<file path="src/hdl/rsp_defs.vh">
`ifndef RSP_DEFS_VH
`define RSP_DEFS_VH
// register byte addresses
`define RSP_ADDR_CTRL 8'h00
`define RSP_ADDR_STAT 8'h04
`define RSP_ADDR_TXD 8'h08
`define RSP_ADDR_RXD 8'h0C
// control field positions and reset values
`define RSP_CTRL_BAUD 2:0
`define RSP_CTRL_FMT 4:3
`define RSP_CTRL_FLOW 7:5
`define RSP_CTRL_SER 8
`define RSP_CTRL_KEY 10:9
`define RSP_CTRL_RST 11'h026
// baud selects
`define RSP_BAUD_1200 3'h0
`define RSP_BAUD_2400 3'h1
`define RSP_BAUD_4800 3'h2
`define RSP_BAUD_9600 3'h3
`define RSP_BAUD_19200 3'h4
`define RSP_BAUD_38400 3'h5
`define RSP_BAUD_57600 3'h6
`define RSP_BAUD_115200 3'h7
// frame formats
`define RSP_FMT_8N 2'h0
`define RSP_FMT_7E 2'h1
`define RSP_FMT_7O 2'h2
// flow control modes
`define RSP_FLOW_NONE 3'h0
`define RSP_FLOW_XON 3'h1
`define RSP_FLOW_DTR 3'h2
`define RSP_FLOW_RTS 3'h3
`define RSP_FLOW_MODEM 3'h4
// keypad modes
`define RSP_KEY_LOCAL 2'h0
`define RSP_KEY_REMOTE 2'h1
`define RSP_KEY_LOCKOUT 2'h2
// status bits
`define RSP_ST_CNT 7:0
`define RSP_ST_HALT 8
`define RSP_ST_FERR 9
`define RSP_ST_PERR 10
`define RSP_ST_OVR 11
`define RSP_ST_ABORT 12
`define RSP_ST_BUSY 13
`define RSP_RXD_VALID 8
// control characters
`define RSP_CHAR_XOFF 8'h13
`define RSP_CHAR_XON 8'h11
`define RSP_CHAR_ETX 8'h03
// bit timing
`define RSP_OVERSAMPLE 16
`define RSP_MID_TICK 4'h7
`define RSP_LAST_TICK 4'hF
`define RSP_LAST_BIT 3'h7
`endif

</file>
<file path="src/hdl/rsp_buf.v">
`default_nettype none
// two-entry buffer; full throughput with registered outputs
module rsp_buf #(
  parameter W = 8
) (
  // clock and reset
  input wire pclk,
  input wire presetn,
  input wire flush,
  // fill side
  input wire in_valid,
  output wire in_ready,
  input wire [W-1:0] in_data,
  // drain side
  output wire out_valid,
  input wire out_ready,
  output wire [W-1:0] out_data
);
  reg [W-1:0] mem_q [0:1];
  reg rd_q;
  reg wr_q;
  reg [1:0] cnt_q;
  wire push = in_valid && in_ready;
  wire pop = out_valid && out_ready;

  assign in_ready = (cnt_q != 2'h2);
  assign out_valid = (cnt_q != 2'h0);
  assign out_data = mem_q[rd_q];

  always @(posedge pclk) begin
    if (push) begin
      mem_q[wr_q] <= in_data;
    end
  end

  always @(posedge pclk or negedge presetn) begin
    if (!presetn) begin
      rd_q <= 1'b0;
      wr_q <= 1'b0;
      cnt_q <= 2'h0;
    end else if (flush) begin
      rd_q <= 1'b0;
      wr_q <= 1'b0;
      cnt_q <= 2'h0;
    end else begin
      if (push) begin
        wr_q <= ~wr_q;
      end
      if (pop) begin
        rd_q <= ~rd_q;
      end
      if (push && !pop) begin
        cnt_q <= cnt_q + 2'h1;
      end else if (pop && !push) begin
        cnt_q <= cnt_q - 2'h1;
      end
    end
  end
endmodule // rsp_buf
`default_nettype wire

</file>
<file path="src/hdl/rsp_port.v">
// The placing of the registers and the APB register port were chosen for this implementation.
`include "rsp_defs.vh"
`default_nettype none
module rsp_port #(
  parameter CLK_HZ = 100000000,
  parameter RX_AW = 7,
  parameter RX_HIGH = 100
) (
  // apb slave
  input wire pclk,
  input wire presetn,
  input wire psel,
  input wire penable,
  input wire pwrite,
  input wire [7:0] paddr,
  input wire [31:0] pwdata,
  output wire pready,
  output wire pslverr,
  output reg [31:0] prdata,
  // serial pins, level high means true
  input wire rxd,
  input wire dsr,
  input wire cts,
  output reg txd,
  output reg dtr,
  output reg rts,
  // instrument side
  output wire serial_selected,
  output wire keys_enabled,
  output wire local_key_enabled,
  output reg abort_pulse
);
  localparam RX_DEPTH = 1 << RX_AW;
  localparam TX_IDLE = 2'b01;
  localparam TX_RUN = 2'b10;
  localparam RX_IDLE = 4'b0001;
  localparam RX_START = 4'b0010;
  localparam RX_BITS = 4'b0100;
  localparam RX_STOP = 4'b1000;

  reg [10:0] ctrl_q;
  wire [2:0] baud_sel = ctrl_q[`RSP_CTRL_BAUD];
  wire [1:0] fmt = ctrl_q[`RSP_CTRL_FMT];
  wire [2:0] flow = ctrl_q[`RSP_CTRL_FLOW];
  wire [1:0] key_mode = ctrl_q[`RSP_CTRL_KEY];
  assign serial_selected = ctrl_q[`RSP_CTRL_SER];
  // keypad gating only applies while the serial port owns the instrument
  assign keys_enabled = !serial_selected || (key_mode == `RSP_KEY_LOCAL);
  assign local_key_enabled = !serial_selected || (key_mode != `RSP_KEY_LOCKOUT);

  // 16x tick divisor per rate
  function [15:0] div_of;
    input [2:0] sel;
    integer rate;
    integer quot;
    begin
      rate = 1200;
      case (sel)
        `RSP_BAUD_1200: rate = 1200;
        `RSP_BAUD_2400: rate = 2400;
        `RSP_BAUD_4800: rate = 4800;
        `RSP_BAUD_9600: rate = 9600;
        `RSP_BAUD_19200: rate = 19200;
        `RSP_BAUD_38400: rate = 38400;
        `RSP_BAUD_57600: rate = 57600;
        `RSP_BAUD_115200: rate = 115200;
        default: rate = 1200;
      endcase
      quot = CLK_HZ / (rate * `RSP_OVERSAMPLE);
      div_of = quot[15:0];
    end
  endfunction

  reg [15:0] div_q;
  wire tick = (div_q == 16'h0000);
  always @(posedge pclk or negedge presetn) begin
    if (!presetn) begin
      div_q <= 16'h0000;
    end else if (tick) begin
      div_q <= div_of(baud_sel) - 16'h0001;
    end else begin
      div_q <= div_q - 16'h0001;
    end
  end

  // pin synchronisers: rxd, dsr, cts; a change is taken when stages 2 and 3 agree
  reg [2:0] s1_q;
  reg [2:0] s2_q;
  reg [2:0] s3_q;
  reg [2:0] pin_q;
  always @(posedge pclk or negedge presetn) begin
    if (!presetn) begin
      s1_q <= 3'h1;
      s2_q <= 3'h1;
      s3_q <= 3'h1;
      pin_q <= 3'h1;
    end else begin
      s1_q <= {cts, dsr, rxd};
      s2_q <= s1_q;
      s3_q <= s2_q;
      pin_q <= (s2_q & s3_q) | (pin_q & (s2_q | s3_q));
    end
  end
  wire rx_pin = pin_q[0];
  wire dsr_in = pin_q[1];
  wire cts_in = pin_q[2];

  // apb decode
  wire setup = psel && !penable;
  wire access = psel && penable;
  wire a_ctrl = (paddr == `RSP_ADDR_CTRL);
  wire a_stat = (paddr == `RSP_ADDR_STAT);
  wire a_txd = (paddr == `RSP_ADDR_TXD);
  wire a_rxd = (paddr == `RSP_ADDR_RXD);
  wire mapped = a_ctrl || a_stat || a_txd || a_rxd;
  wire tx_in_ready;
  // a transmit write stalls the bus until the buffer has room
  assign pready = !(pwrite && a_txd) || tx_in_ready;
  assign pslverr = access && !mapped;
  wire done = access && pready && mapped;
  wire wr_ctrl = done && pwrite && a_ctrl;
  wire wr_stat = done && pwrite && a_stat;
  wire wr_txd = access && pwrite && a_txd;
  wire rd_rxd = done && !pwrite && a_rxd;

  always @(posedge pclk or negedge presetn) begin
    if (!presetn) begin
      ctrl_q <= `RSP_CTRL_RST;
    end else if (wr_ctrl) begin
      ctrl_q <= pwdata[10:0];
    end
  end

  // receive fifo
  reg [7:0] rx_mem [0:RX_DEPTH-1];
  reg [RX_AW-1:0] rx_wp_q;
  reg [RX_AW-1:0] rx_rp_q;
  reg [RX_AW:0] rx_cnt_q;
  reg [7:0] rx_byte_d;
  reg rx_store;
  wire rx_empty = (rx_cnt_q == {(RX_AW+1){1'b0}});
  wire rx_full = (rx_cnt_q == RX_DEPTH[RX_AW:0]);
  wire rx_pop = rd_rxd && !rx_empty;
  wire rx_push = rx_store && !rx_full;
  // high-water mark; headroom absorbs characters already in flight
  wire near_full = (rx_cnt_q >= RX_HIGH[RX_AW:0]);
  always @(posedge pclk) begin
    if (rx_push) begin
      rx_mem[rx_wp_q] <= rx_byte_d;
    end
  end
  always @(posedge pclk or negedge presetn) begin
    if (!presetn) begin
      rx_wp_q <= {RX_AW{1'b0}};
      rx_rp_q <= {RX_AW{1'b0}};
      rx_cnt_q <= {(RX_AW+1){1'b0}};
    end else begin
      if (rx_push) begin
        rx_wp_q <= rx_wp_q + 1'b1;
      end
      if (rx_pop) begin
        rx_rp_q <= rx_rp_q + 1'b1;
      end
      if (rx_push && !rx_pop) begin
        rx_cnt_q <= rx_cnt_q + 1'b1;
      end else if (rx_pop && !rx_push) begin
        rx_cnt_q <= rx_cnt_q - 1'b1;
      end
    end
  end

  // receiver
  reg [3:0] rx_st_q;
  reg [3:0] rx_tk_q;
  reg [2:0] rx_bit_q;
  reg [7:0] rx_sh_q;
  reg rx_done;
  reg rx_ferr;
  always @(posedge pclk or negedge presetn) begin
    if (!presetn) begin
      rx_st_q <= RX_IDLE;
      rx_tk_q <= 4'h0;
      rx_bit_q <= 3'h0;
      rx_sh_q <= 8'h00;
      rx_done <= 1'b0;
      rx_ferr <= 1'b0;
    end else begin
      rx_done <= 1'b0;
      rx_ferr <= 1'b0;
      if (tick) begin
        rx_tk_q <= rx_tk_q + 4'h1;
        case (rx_st_q)
          RX_IDLE: begin
            rx_tk_q <= 4'h0;
            if (!rx_pin && serial_selected) begin
              rx_st_q <= RX_START;
            end
          end
          RX_START: begin
            if (rx_tk_q == `RSP_MID_TICK) begin
              rx_tk_q <= 4'h0;
              rx_bit_q <= 3'h0;
              rx_st_q <= rx_pin ? RX_IDLE : RX_BITS;
            end
          end
          RX_BITS: begin
            if (rx_tk_q == `RSP_LAST_TICK) begin
              rx_sh_q <= {rx_pin, rx_sh_q[7:1]};
              rx_bit_q <= rx_bit_q + 3'h1;
              if (rx_bit_q == `RSP_LAST_BIT) begin
                rx_st_q <= RX_STOP;
              end
            end
          end
          RX_STOP: begin
            if (rx_tk_q == `RSP_LAST_TICK) begin
              rx_done <= rx_pin;
              rx_ferr <= !rx_pin;
              rx_st_q <= RX_IDLE;
            end
          end
          default: rx_st_q <= RX_IDLE;
        endcase
      end
    end
  end

  // received character handling
  wire seven = (fmt != `RSP_FMT_8N);
  wire perr = seven && ((^rx_sh_q) != (fmt == `RSP_FMT_7O));
  wire [7:0] rx_char = seven ? {1'b0, rx_sh_q[6:0]} : rx_sh_q;
  wire xon_mode = (flow == `RSP_FLOW_XON);
  wire got_abort = rx_done && (rx_char == `RSP_CHAR_ETX);
  wire got_xoff = rx_done && xon_mode && (rx_char == `RSP_CHAR_XOFF);
  wire got_xon = rx_done && xon_mode && (rx_char == `RSP_CHAR_XON);
  always @* begin
    rx_byte_d = rx_char;
    rx_store = rx_done && !got_abort && !got_xoff && !got_xon;
  end

  reg halt_q;
  reg ferr_q;
  reg perr_q;
  reg ovr_q;
  reg abort_q;
  wire [31:0] clr = wr_stat ? pwdata : 32'h0000_0000;
  always @(posedge pclk or negedge presetn) begin
    if (!presetn) begin
      halt_q <= 1'b0;
      ferr_q <= 1'b0;
      perr_q <= 1'b0;
      ovr_q <= 1'b0;
      abort_q <= 1'b0;
      abort_pulse <= 1'b0;
    end else begin
      abort_pulse <= got_abort;
      if (got_xoff) begin
        halt_q <= 1'b1;
      end else if (got_xon || !xon_mode || got_abort) begin
        halt_q <= 1'b0;
      end
      // a new event in the clearing cycle wins
      ferr_q <= rx_ferr || (ferr_q && !clr[`RSP_ST_FERR]);
      perr_q <= (rx_done && perr) || (perr_q && !clr[`RSP_ST_PERR]);
      ovr_q <= (rx_store && rx_full) || (ovr_q && !clr[`RSP_ST_OVR]);
      abort_q <= got_abort || (abort_q && !clr[`RSP_ST_ABORT]);
    end
  end

  // transmit path
  wire tx_valid;
  wire [7:0] tx_data;
  reg [1:0] tx_st_q;
  reg [3:0] tx_tk_q;
  reg [3:0] tx_bit_q;
  reg [8:0] tx_sh_q;
  reg tx_go;
  always @* begin
    case (flow)
      `RSP_FLOW_XON: tx_go = !halt_q;
      `RSP_FLOW_DTR: tx_go = dsr_in;
      `RSP_FLOW_RTS: tx_go = cts_in;
      `RSP_FLOW_MODEM: tx_go = dsr_in && cts_in;
      default: tx_go = 1'b1;
    endcase
  end
  // flow gating takes effect at character boundaries only
  wire tx_take = (tx_st_q == TX_IDLE) && tick && tx_go && serial_selected;

  rsp_buf #(
    .W(8)
  ) u_txbuf (
    .pclk(pclk),
    .presetn(presetn),
    .flush(got_abort),
    .in_valid(wr_txd),
    .in_ready(tx_in_ready),
    .in_data(pwdata[7:0]),
    .out_valid(tx_valid),
    .out_ready(tx_take),
    .out_data(tx_data)
  );

  wire tx_par = (^tx_data[6:0]) ^ (fmt == `RSP_FMT_7O);
  wire [7:0] tx_frame = seven ? {tx_par, tx_data[6:0]} : tx_data;
  always @(posedge pclk or negedge presetn) begin
    if (!presetn) begin
      tx_st_q <= TX_IDLE;
      tx_tk_q <= 4'h0;
      tx_bit_q <= 4'h0;
      tx_sh_q <= 9'h1FF;
      txd <= 1'b1;
    end else begin
      case (tx_st_q)
        TX_IDLE: begin
          txd <= 1'b1;
          if (tx_take && tx_valid) begin
            txd <= 1'b0;
            tx_sh_q <= {1'b1, tx_frame};
            tx_tk_q <= 4'h0;
            tx_bit_q <= 4'h0;
            tx_st_q <= TX_RUN;
          end
        end
        TX_RUN: begin
          if (tick) begin
            tx_tk_q <= tx_tk_q + 4'h1;
            if (tx_tk_q == `RSP_LAST_TICK) begin
              txd <= tx_sh_q[0];
              tx_sh_q <= {1'b1, tx_sh_q[8:1]};
              tx_bit_q <= tx_bit_q + 4'h1;
              if (tx_bit_q == 4'h9) begin
                txd <= 1'b1;
                tx_st_q <= TX_IDLE;
              end
            end
          end
        end
        default: tx_st_q <= TX_IDLE;
      endcase
    end
  end

  // handshake outputs
  always @(posedge pclk or negedge presetn) begin
    if (!presetn) begin
      dtr <= 1'b0;
      rts <= 1'b0;
    end else if (!serial_selected) begin
      dtr <= 1'b0;
      rts <= 1'b0;
    end else begin
      case (flow)
        `RSP_FLOW_DTR: begin
          dtr <= !near_full;
          rts <= 1'b1;
        end
        `RSP_FLOW_RTS: begin
          dtr <= 1'b1;
          rts <= !near_full;
        end
        `RSP_FLOW_MODEM: begin
          dtr <= 1'b1;
          rts <= !near_full;
        end
        default: begin
          dtr <= 1'b1;
          rts <= 1'b1;
        end
      endcase
    end
  end

  // read data captured in the setup cycle
  always @(posedge pclk or negedge presetn) begin
    if (!presetn) begin
      prdata <= 32'h0000_0000;
    end else if (setup) begin
      prdata <= 32'h0000_0000;
      if (a_ctrl) begin
        prdata[10:0] <= ctrl_q;
      end else if (a_stat) begin
        prdata[`RSP_ST_CNT] <= rx_cnt_q;
        prdata[`RSP_ST_HALT] <= halt_q;
        prdata[`RSP_ST_FERR] <= ferr_q;
        prdata[`RSP_ST_PERR] <= perr_q;
        prdata[`RSP_ST_OVR] <= ovr_q;
        prdata[`RSP_ST_ABORT] <= abort_q;
        prdata[`RSP_ST_BUSY] <= (tx_st_q != TX_IDLE) || tx_valid;
      end else if (a_rxd) begin
        prdata[7:0] <= rx_empty ? 8'h00 : rx_mem[rx_rp_q];
        prdata[`RSP_RXD_VALID] <= !rx_empty;
      end
    end
  end
endmodule // rsp_port
`default_nettype wire

</file>
<file path="config.mk">
export PLATFORM = sky130hd
export DESIGN_NAME = rsp_port
export DESIGN_NICKNAME = d
export VERILOG_FILES = /design/src/hdl/rsp_buf.v /design/src/hdl/rsp_port.v
export VERILOG_INCLUDE_DIRS = /design/src /design/src/hdl
export SDC_FILE = /design/constraint.sdc
export NUM_CORES = 1
export LEC_CHECK = 0
export BUFFER_PORTS_ARGS = -buffer_cell sky130_fd_sc_hd__buf_2
export CAP_MARGIN = 25
export CORE_ASPECT_RATIO = 1.1
export CORE_UTILIZATION = 45
export CTS_CLUSTER_DIAMETER = 120
export DETAILED_ROUTE_END_ITERATION = 6
export PLACE_DENSITY = 0.61
export SLEW_MARGIN = 5
export SYNTH_ARGS = -nofsm -noshare
export SYNTH_HDL_FRONTEND = slang
export SYNTH_SLANG_ARGS = --single-unit
</file>
<file path="constraint.sdc">
create_clock -name pclk -period 66.9 [get_ports pclk]
set_input_delay 6.69 -clock pclk [delete_from_list [all_inputs] [get_ports pclk]]
set_output_delay 6.69 -clock pclk [all_outputs]
set_load 0.03 [all_outputs]
</file>
Word level (Yosys, flattened, before mapping)

Memory sizes are Yosys's and may differ from the RTL's.
Cells that the tools add are included.

Add/subtract/negate cells: 12
Div/mod/pow operators: 1
Order comparisons: 1
Equal/unequal tests: 36
Mux-type cells: 69
Bitwise operators: 7
Reductions and logical operators: 98

Operator list:

| operator                                                             | count |
|---|---|
| 9-bit 2-to-1 mux                                                     | 5 |
| 1-bit logical AND                                                    | 40 |
| 4-bit 2-to-1 mux                                                     | 10 |
| 8-bit 2-to-1 mux                                                     | 5 |
| 28-bit by 32-bit divider with 32-bit output, first input constant    | 1 |
| 16-bit by 1-bit subtractor with 16-bit output, second input constant | 2 |
| 28-bit 2-to-1 mux                                                    | 1 |
| 1-bit 2-to-1 mux                                                     | 24 |
| 4-bit case mux with 2 select lines                                   | 3 |
| 1-bit zero test                                                      | 22 |
| 2-bit != test, second input constant                                 | 10 |
| 9-bit case mux with 2 select lines                                   | 1 |
| 4-bit == test, second input constant                                 | 4 |
| 8-bit by 4-bit == test with 1-bit output, second input constant      | 2 |
| 8-bit by 5-bit == test with 1-bit output, second input constant      | 2 |
| 16-bit zero test                                                     | 1 |
| 8-bit zero test                                                      | 2 |
| 16-bit 2-to-1 mux                                                    | 1 |
| 4-bit case mux with 4 select lines                                   | 1 |
| 2-bit nonzero test                                                   | 8 |
| 7-bit by 1-bit adder with 7-bit output, second input constant        | 2 |
| 2-bit 2-to-1 mux                                                     | 7 |
| 1-bit logical OR                                                     | 13 |
| 13-bit 2-to-1 mux                                                    | 1 |
| other kinds (39)                                                     | 56 |

Register bits: 128
Bits in writable memories: 1040
Bits in read-only memories: 104
Bits of input ports: 48
Output and inout bits: 41
Memories: 3

Memory list:

| memory          | depth | bits a word | read ports | clocked after Yosys merged registers in | wr ports | RTL line       | text |
|---|---|---|---|---|---|---|---|
| rx_mem          | 128   | 8           | 1          | 0                                       | 1        | rsp_port.v:135 | `reg [7:0] rx_mem [0:RX_DEPTH-1];` |
| (no name shown) | 8     | 13          | 1          | 0                                       | 0        | rsp_port.v:58  | `case (sel)` |
| u_txbuf.mem_q   | 2     | 8           | 1          | 0                                       | 1        | rsp_buf.v:19   | `reg [W-1:0] mem_q [0:1];` |

Longest topological paths before layout

Gate-level depths: netlist of the first run.

Depth after elaboration: 13
Mapped depth: 220
Depth with buffers taken out: 203

Cells and area by module

Synthesis of the first run repeated with hierarchy kept, for this count alone.

Cell total of the unflattened synthesis: 4085
Area total of the unflattened synthesis: 58688.8 um^2

By module, submodules not included:

| module   | times used | cells each | area each (um^2) | sequential area each (um^2) |
|---|---|---|---|---|
| rsp_port | 1          | 4036       | 57885.5          | 33850.0 |
| rsp_buf  | 1          | 49         | 803.3            | 580.6 |

Worst setup path after synthesis of the first run

No wires, ideal clock.

Path kind: register to register
Start point: reg ctrl_q[0]
End point: reg div_q[8]
Setup time: 0.080 ns
Arrival time: 38.986 ns
Required time: 66.820 ns
Path slack: 27.834 ns
Cell stages (with the launch flop): 211
Buffers on the path: 20
Clock period less this slack: 39.066 ns
Cells stage by stage: dfrtp_1 -> buf_1 -> inv_1 -> ha_1 -> buf_4 -> nor2b_1 -> buf_6 -> inv_4 -> clkbuf_1 -> buf_1 -> ha_1 -> o211ai_1 -> nand2_1 -> nand2_1 -> nor2_1 -> ha_1 -> ha_1 -> o211ai_1 -> (+175 left out) -> ha_1 -> nor2_1 -> nor2_1 -> a21oi_1 -> a41oi_1 -> o31ai_1 -> ha_1 -> a21o_1 -> a21o_1 -> a2111oi_0 -> and4_1 -> o21ai_0 -> a21oi_1 -> o21bai_1 -> ha_1 -> nand2_1 -> nor4_1 -> xnor2_1

Word-level cells in the longest chain between the ends: 5

Ends and longest elaborated chain:

| item                                          | RTL line       | text |
|---|---|---|
| from (decl)                                   | rsp_port.v:41  | `reg [10:0] ctrl_q;` |
| from (signal assigned)                        | rsp_port.v:128 | `` ctrl_q <= `RSP_CTRL_RST; `` |
| from (signal assigned)                        | rsp_port.v:130 | `ctrl_q <= pwdata[10:0];` |
| memory 8 x 13 bit                             | n/a            |  |
| 28-bit 2-to-1 mux                             | rsp_port.v:79  | `end else if (tick) begin` |
| 28-bit by 32-bit divider with 32-bit output   | rsp_port.v:69  | `` quot = CLK_HZ / (rate * `RSP_OVERSAMPLE); `` |
| 16-bit by 1-bit subtractor with 16-bit output | rsp_port.v:80  | `div_q <= div_of(baud_sel) - 16'h0001;` |
| 16-bit 2-to-1 mux                             | rsp_port.v:79  |  |
| to (signal assigned)                          | rsp_port.v:80  |  |
| to (signal assigned)                          | rsp_port.v:82  | `div_q <= div_q - 16'h0001;` |
| to (decl)                                     | rsp_port.v:74  | `reg [15:0] div_q;` |

Every way passes these cells. The select of a mux whose other input is x is not followed.
A chain may end at the register's enable or synchronous reset.

Worst setup path after layout of the first run

Start point: reg ctrl_q[1]
End point: reg div_q[8]

The elaborated chain is that of the path after synthesis.

==> impl_metrics.tcl, run 1 <==
set metrics [dict create \
    required_ns 67.55 \
    grt_remaining_overflow 0 \
    cts_resized 0 \
    synth_cell_types 131 \
    synth_edf_count 1040 \
    period_needed_ns 49.20 \
    syn_to_final_growth_pct 10.2 \
    synth_flop_cell "edfxtp_1" \
    ir_drop_mv 0.0230 \
    status "finished clean" \
    finalCritPeriodShare_pct 73.5 \
    wl_um 153000 \
    power_leakage_nw 18.9 \
    syn_avg_cell_area_sq_um 14.2 \
    wire_per_inst_um 25.1 \
    clockBufferDepth 3 \
    worst-slew-pin-transition_ns 1.07 \
    ant_nets 0 \
    core_sq_um 131000 \
    routabilityCongestion 0.924 \
    syn_area_sq_um 59300 \
    layout-drive-gt1-share_pct 18.2 \
    vias 36606 \
    critPathMaxFanout 34 \
    hold_class "reg2reg" \
    dr.first_iter.drc_count 3425 \
    critical_path_class "reg2reg" \
    layout_common_cells "edfxtp_1 (1040), nor2_1 (357), mux4_2 (336)" \
    cts_sinks 1167 \
    synth_cells 4186 \
    grt_pass1_wl_um 230000 \
    grt_use_total_pct 22.8 \
    fin_ws_ns 17.70 \
    diodes 0 \
    yosysSeqAreaShare_pct 58.0 \
    dr.pass1.iters 6 \
    cts_root_buf "clkbuf_16" \
    dp_hpwl_um 100000 \
    slowest_stage "dfstp_2" \
    fillerInstances 11089 \
    hold_viol_final 0 \
    clock-skew-final_ns 0.0556 \
    initial_core_util_pct 45.4 \
    p_per_area_nw_per_um2 24.7 \
    die_w_um 348 \
    critPathBufInv 12 \
    drv_slew 0 \
    numCtsBuffers 114 \
    place_ws_ns 18.60 \
    slowest_delay_ns 0.88 \
    ys.warnings.count 0 \
    drv_cap 0 \
    setup_viol 0 \
    cts_tree "yes" \
    finalSetupTns_ns 0 \
    num_rows 139 \
    layout_commonest_cell "edfxtp_1" \
    cts_hold_buf 0 \
    grt_max_degree 148 \
    ys_seq_elements 1167 \
    rsz0062_at_grt "no" \
    final_net_count 4475 \
    num_io_pins 89 \
    insertion_delay_ns 0.74 \
    crit_path_end_kind "flop" \
    start_kind "flop" \
    die_area_sq_um 133000 \
    grt_antenna_before_repair 1 \
    dieHeight_um 383 \
    synthArstFlopShare_pct 10.9 \
    h-tree-depth 3 \
    cpMostUsedCell "ha_1" \
    post_cts_buffers 0 \
    maxSlewHeadroom_pct 28.6 \
    cpLargestDelayFamily "compound AO/OA/AOI/OAI gates" \
    clk_pin_slew_ns 0.06 \
    drcViolationCount 0 \
    cp.arrival_ns 49.85 \
    portBuffers 51 \
    via_per_inst 6.00 \
    grt_pass1_vias 35803 \
    max_freq_ghz 0.0203 \
]
[registers in the layout, indices dropped and copies added (netlist names), 4 cells and up]
name / count
tx_tk_q: 4
rx_wp_q: 7
rx_st_q: 4
u_txbuf.mem_q: 16
rx_rp_q: 7
rx_cnt_q: 8
prdata: 14
div_q: 16
tx_bit_q: 4
tx_sh_q: 8
ctrl_q: 11
rx_mem: 1024
rx_sh_q: 8
rx_tk_q: 4
[cell usage after synthesis, types with 36 or more instances]
library cell,count,area [sq um]
a21o_1,65,488
a21oi_1,195,976
a31oi_1,38,238
buf_1,43,161
clkbuf_1,136,510
dfrtp_1,109,2730
edfxtp_1,1040,31200
ha_1,190,2380
inv_1,80,300
mux2_2,40,450
mux2i_1,64,641
mux4_2,336,7570
nand2_1,270,1010
nand2b_1,36,225
nand3_1,77,385
nor2_1,357,1340
nor2b_1,47,294
nor3_1,69,345
o21a_1,44,330
o21ai_0,169,846
xnor2_1,125,1090
xor2_1,54,473
[final cells by class]
| cell class | instances | area, sq um | share of cell area (%) |
|---|---|---|---|
| Clock buffer | 140 | 2960 | 4.53 |
| Clock inverter | 75 | 724 | 1.11 |
| Inverter | 89 | 337 | 0.515 |
| Multi-Input combinational cell | 2738 | 23700 | 36.3 |
| Sequential cell | 1167 | 34500 | 52.7 |
| Tap cell | 1762 | 2200 | 3.37 |
| Timing Repair Buffer | 125 | 920 | 1.41 |
[routing by layer]
layer	vias to the layer above	part of all wire [%]	GRT usage (%)
met1	18672	43	31.4
met5	-	0	0
met4	0	3.4	7.93
met3	270	5.3	2.74
met2	1089	49	37.5
li1	16575	-	-
[power by group]
group	switching, mW	leakage (nW)	internal (mW)
clock network	0.273	1.79	0.357
logic	0.124	8.26	0.0788
registers	0.000891	8.81	0.784
total	0.397	18.9	1.22
[through the flow]
stage / hold WS (ns) / power (mW) / cell area, sq um / util (%) / cells
2_1_floorplan: 0.331 / 0.955 / 59400 / - / 4206
3_3_place_gp: 0.337 / 0.997 / 61600 / 47.1 / 5875
3_5_place_dp: 0.348 / 0.998 / 61600 / 47.1 / 5875
4_1_cts: 0.357 / 1.63 / 65200 / 49.9 / 6090
5_1_grt: 0.360 / 1.67 / 65400 / 50.0 / 6096
6_report: 0.356 / 1.62 / 65400 / 50.0 / 6096
[path summary, 6_finish.rpt]
| check | from | endpoint | slack (ns) | depth (start not counted) |
|---|---|---|---|---|
| min reg2reg | s1_q[0] | s2_q[0] | 0.36 | 0 |
| max reg2reg | ctrl_q[1] | div_q[8] | 17.70 | 187 |
| min in group asynchronous | presetn | u_txbuf.cnt_q[1] | 5.93 | 1 |
| max in group asynchronous | presetn | rx_rp_q[3] | 59.80 | 3 |
| min | s1_q[0] | s2_q[0] | 0.36 | 0 |
| max | ctrl_q[1] | div_q[8] | 17.70 | 187 |
[cell families after synthesis]
kind of cell | after synthesis | share of synthesized area, %
adders and majority gates | 195 | 4.13
buffers and inverters | 301 | 2.10
DFF | 1167 | 58.0
AOI/OAI and AO/OA | 810 | 9.37
and+or+nand+nor | 1085 | 8.86
xor gates and xnor gates | 181 | 2.72
other | 1 | 0.00632
muxes | 446 | 14.8
Power figures use the tool's default switching activity.
==> inputs of run 2 (changes only) <==
==> constraint.sdc (replaced) <==
create_clock -name pclk -period 50.5 [get_ports pclk]
set_input_delay 5.05 -clock pclk [delete_from_list [all_inputs] [get_ports pclk]]
set_output_delay 5.05 -clock pclk [all_outputs]
set_load 0.03 [all_outputs]
==> run 2 against run 1 <==
Critical path depth grew 4. Die area unchanged. Flip-flop and latch count unchanged. Clock-buffer cell count rose by 2. Final cell count is 0.13% higher. Wire length about the same. Sequential share of layout area decreased by 0.26 points. Non-clock buffer count rose by 6. Final area grew 0.50%. Worst setup slack worse by 15 ns. Sequential power grew 33%. Global-route usage grew 0.057 points. Critical path type unchanged. Largest power group unchanged.
==> impl_metrics.tcl, run 2 (synthesis gave the netlist of run 1 again) <==
set metrics [dict create \
    status "finished clean" \
    largest_reg_flops 1024 \
    drcViolationCount 0 \
    die_w_um 348 \
    cts_resized 0 \
    critPathMaxFanout 34 \
    slowest_stage "dfstp_2" \
    dieHeight_um 383 \
    power.switching_uw 536 \
    ant_nets 0 \
    clockBufferDepth 3 \
    layout_commonest_cell "edfxtp_1" \
    slowest_delay_ns 0.91 \
    die_area_sq_um 133000 \
    syn_to_final_growth_pct 10.8 \
    wire_per_inst_um 25.1 \
    dr.first_iter.drc_count 3337 \
    power_leakage_nw 19.0 \
    post_cts_buffers 0 \
    cts_hold_buf 0 \
    period_needed_ns 47.56 \
    grt_remaining_overflow 0 \
    critical_path_class "reg2reg" \
    grt_pass1_wl_um 230000 \
    num_rows 139 \
    fin_ws_ns 2.94 \
    hold_class "reg2reg" \
    routabilityCongestion 0.923 \
    dr.pass1.iters 6 \
    internal_power_mw 1.65 \
    wl_um 153000 \
    layout-drive-gt1-share_pct 18.5 \
    drv_slew 0 \
    portBuffers 51 \
    cts_root_buf "clkbuf_16" \
    sw_frac_of_total_pct 24.6 \
    regMostFlops "rx_mem" \
    worst-slew-pin-transition_ns 1.05 \
    setup_viol 0 \
    cp.arrival_ns 48.21 \
    drv_cap 0 \
    via_per_inst 6.02 \
    p_per_area_nw_per_um2 33.2 \
    cpMostUsedCell "ha_1" \
    hold_viol_final 0 \
    insertion_delay_ns 0.74 \
    ir_drop_mv 0.0432 \
    vias 36738 \
    final_net_count 4483 \
    initial_core_util_pct 45.4 \
    rsz0062_at_grt "no" \
    crit_path_end_kind "flop" \
    p_clk_share_pct 40.0 \
    max_freq_ghz 0.0210 \
    grt_pass1_vias 36254 \
    cts_tree "yes" \
    dp_hpwl_um 99800 \
    combPwrFrac_pct 12.4 \
    start_kind "flop" \
    numCtsBuffers 116 \
    num_io_pins 89 \
    h-tree-depth 3 \
    grt_antenna_before_repair 0 \
    maxSlewHeadroom_pct 29.0 \
    finalSetupTns_ns 0 \
    p_seq_share_pct 47.6 \
    required_ns 51.15 \
    top_regs "rx_mem (1024), div_q (16), u_txbuf.mem_q (16)" \
    place_ws_ns 2.41 \
    cts_sinks 1167 \
    layout_common_cells "edfxtp_1 (1040), nor2_1 (356), mux4_2 (336)" \
    diodes 0 \
    clock-skew-final_ns 0.0699 \
    finalCritPeriodShare_pct 94.2 \
    grt_max_degree 139 \
    grt_use_total_pct 22.9 \
    clk_pin_slew_ns 0.06 \
    core_sq_um 131000 \
]
## run 2: changes by cell type in the layout (fill, tap and decap cells not counted), sizes merged
cell,change
buf,+6
bufinv,+4
clkinv,-3
clkbuf,+2
inv,-1
## run 2: routing by layer
metal  GRT usage [%]  wire length, um
met5               0                0
met1            31.9            65600
met4            7.22             5000
met2            37.5            74100
met3            2.81             8310
## run 2: final timing paths
| check | depth (start not counted) | endpoint | slack (ns) | from |
|---|---|---|---|---|
| worst max-delay path | 191 | div_q[8] | 2.94 | ctrl_q[1] |
| worst min-delay path | 0 | s2_q[1] | 0.35 | s1_q[1] |
| worst max register to register | 191 | div_q[8] | 2.94 | ctrl_q[1] |
| worst min register to register | 0 | s2_q[1] | 0.35 | s1_q[1] |
| max in group asynchronous | 3 | rx_rp_q[0] | 45.19 | presetn |
| min in group asynchronous | 1 | ctrl_q[3] | 4.28 | presetn |
## run 2: metrics by stage
stage               instance area, sq um  utilization, %  hold WS [ns]  power [mW]  std cells
finish                             65700            50.3         0.354        2.18       6104
global route                       65700            50.3         0.358        2.26       6104
CTS                                65500            50.1         0.356        2.19       6095
detailed placement                 61600            47.2         0.342        1.32       5878
global placement                   61600            47.1         0.334        1.32       5877
floorplan                          59400               -         0.331        1.26       4206
## run 2: cell type report
type | count | area (sq um)
fill | 10986 | 64900
sequential | 1167 | 34500
multi-input combinational | 2738 | 23800
clock buffer | 142 | 3020
tap | 1762 | 2200
timing repair buffer | 131 | 1020
clock inverter | 75 | 865
inverter | 89 | 340
## run 2: power by group through the flow
stage                     Sequential [mW]  Clock (mW)  Combinational [mW]
after floorplan                      1.06           0               0.206
after global placement               1.06           0               0.261
after detailed placement             1.06           0               0.263
after CTS                            1.04       0.886               0.264
after global routing                 1.04       0.923               0.296
final                                1.04       0.873               0.270
## run 2: worst max-delay path, delay by kind of cell (launching register included)
family | cells | cell delay [ns]
compound gates | 88 | 21.97
simple gates | 63 | 13.22
mux | 2 | 0.65
flops | 1 | 0.91
fa+ha+maj | 23 | 7.44
buf+inv | 12 | 2.68
xor+xnor | 3 | 0.49
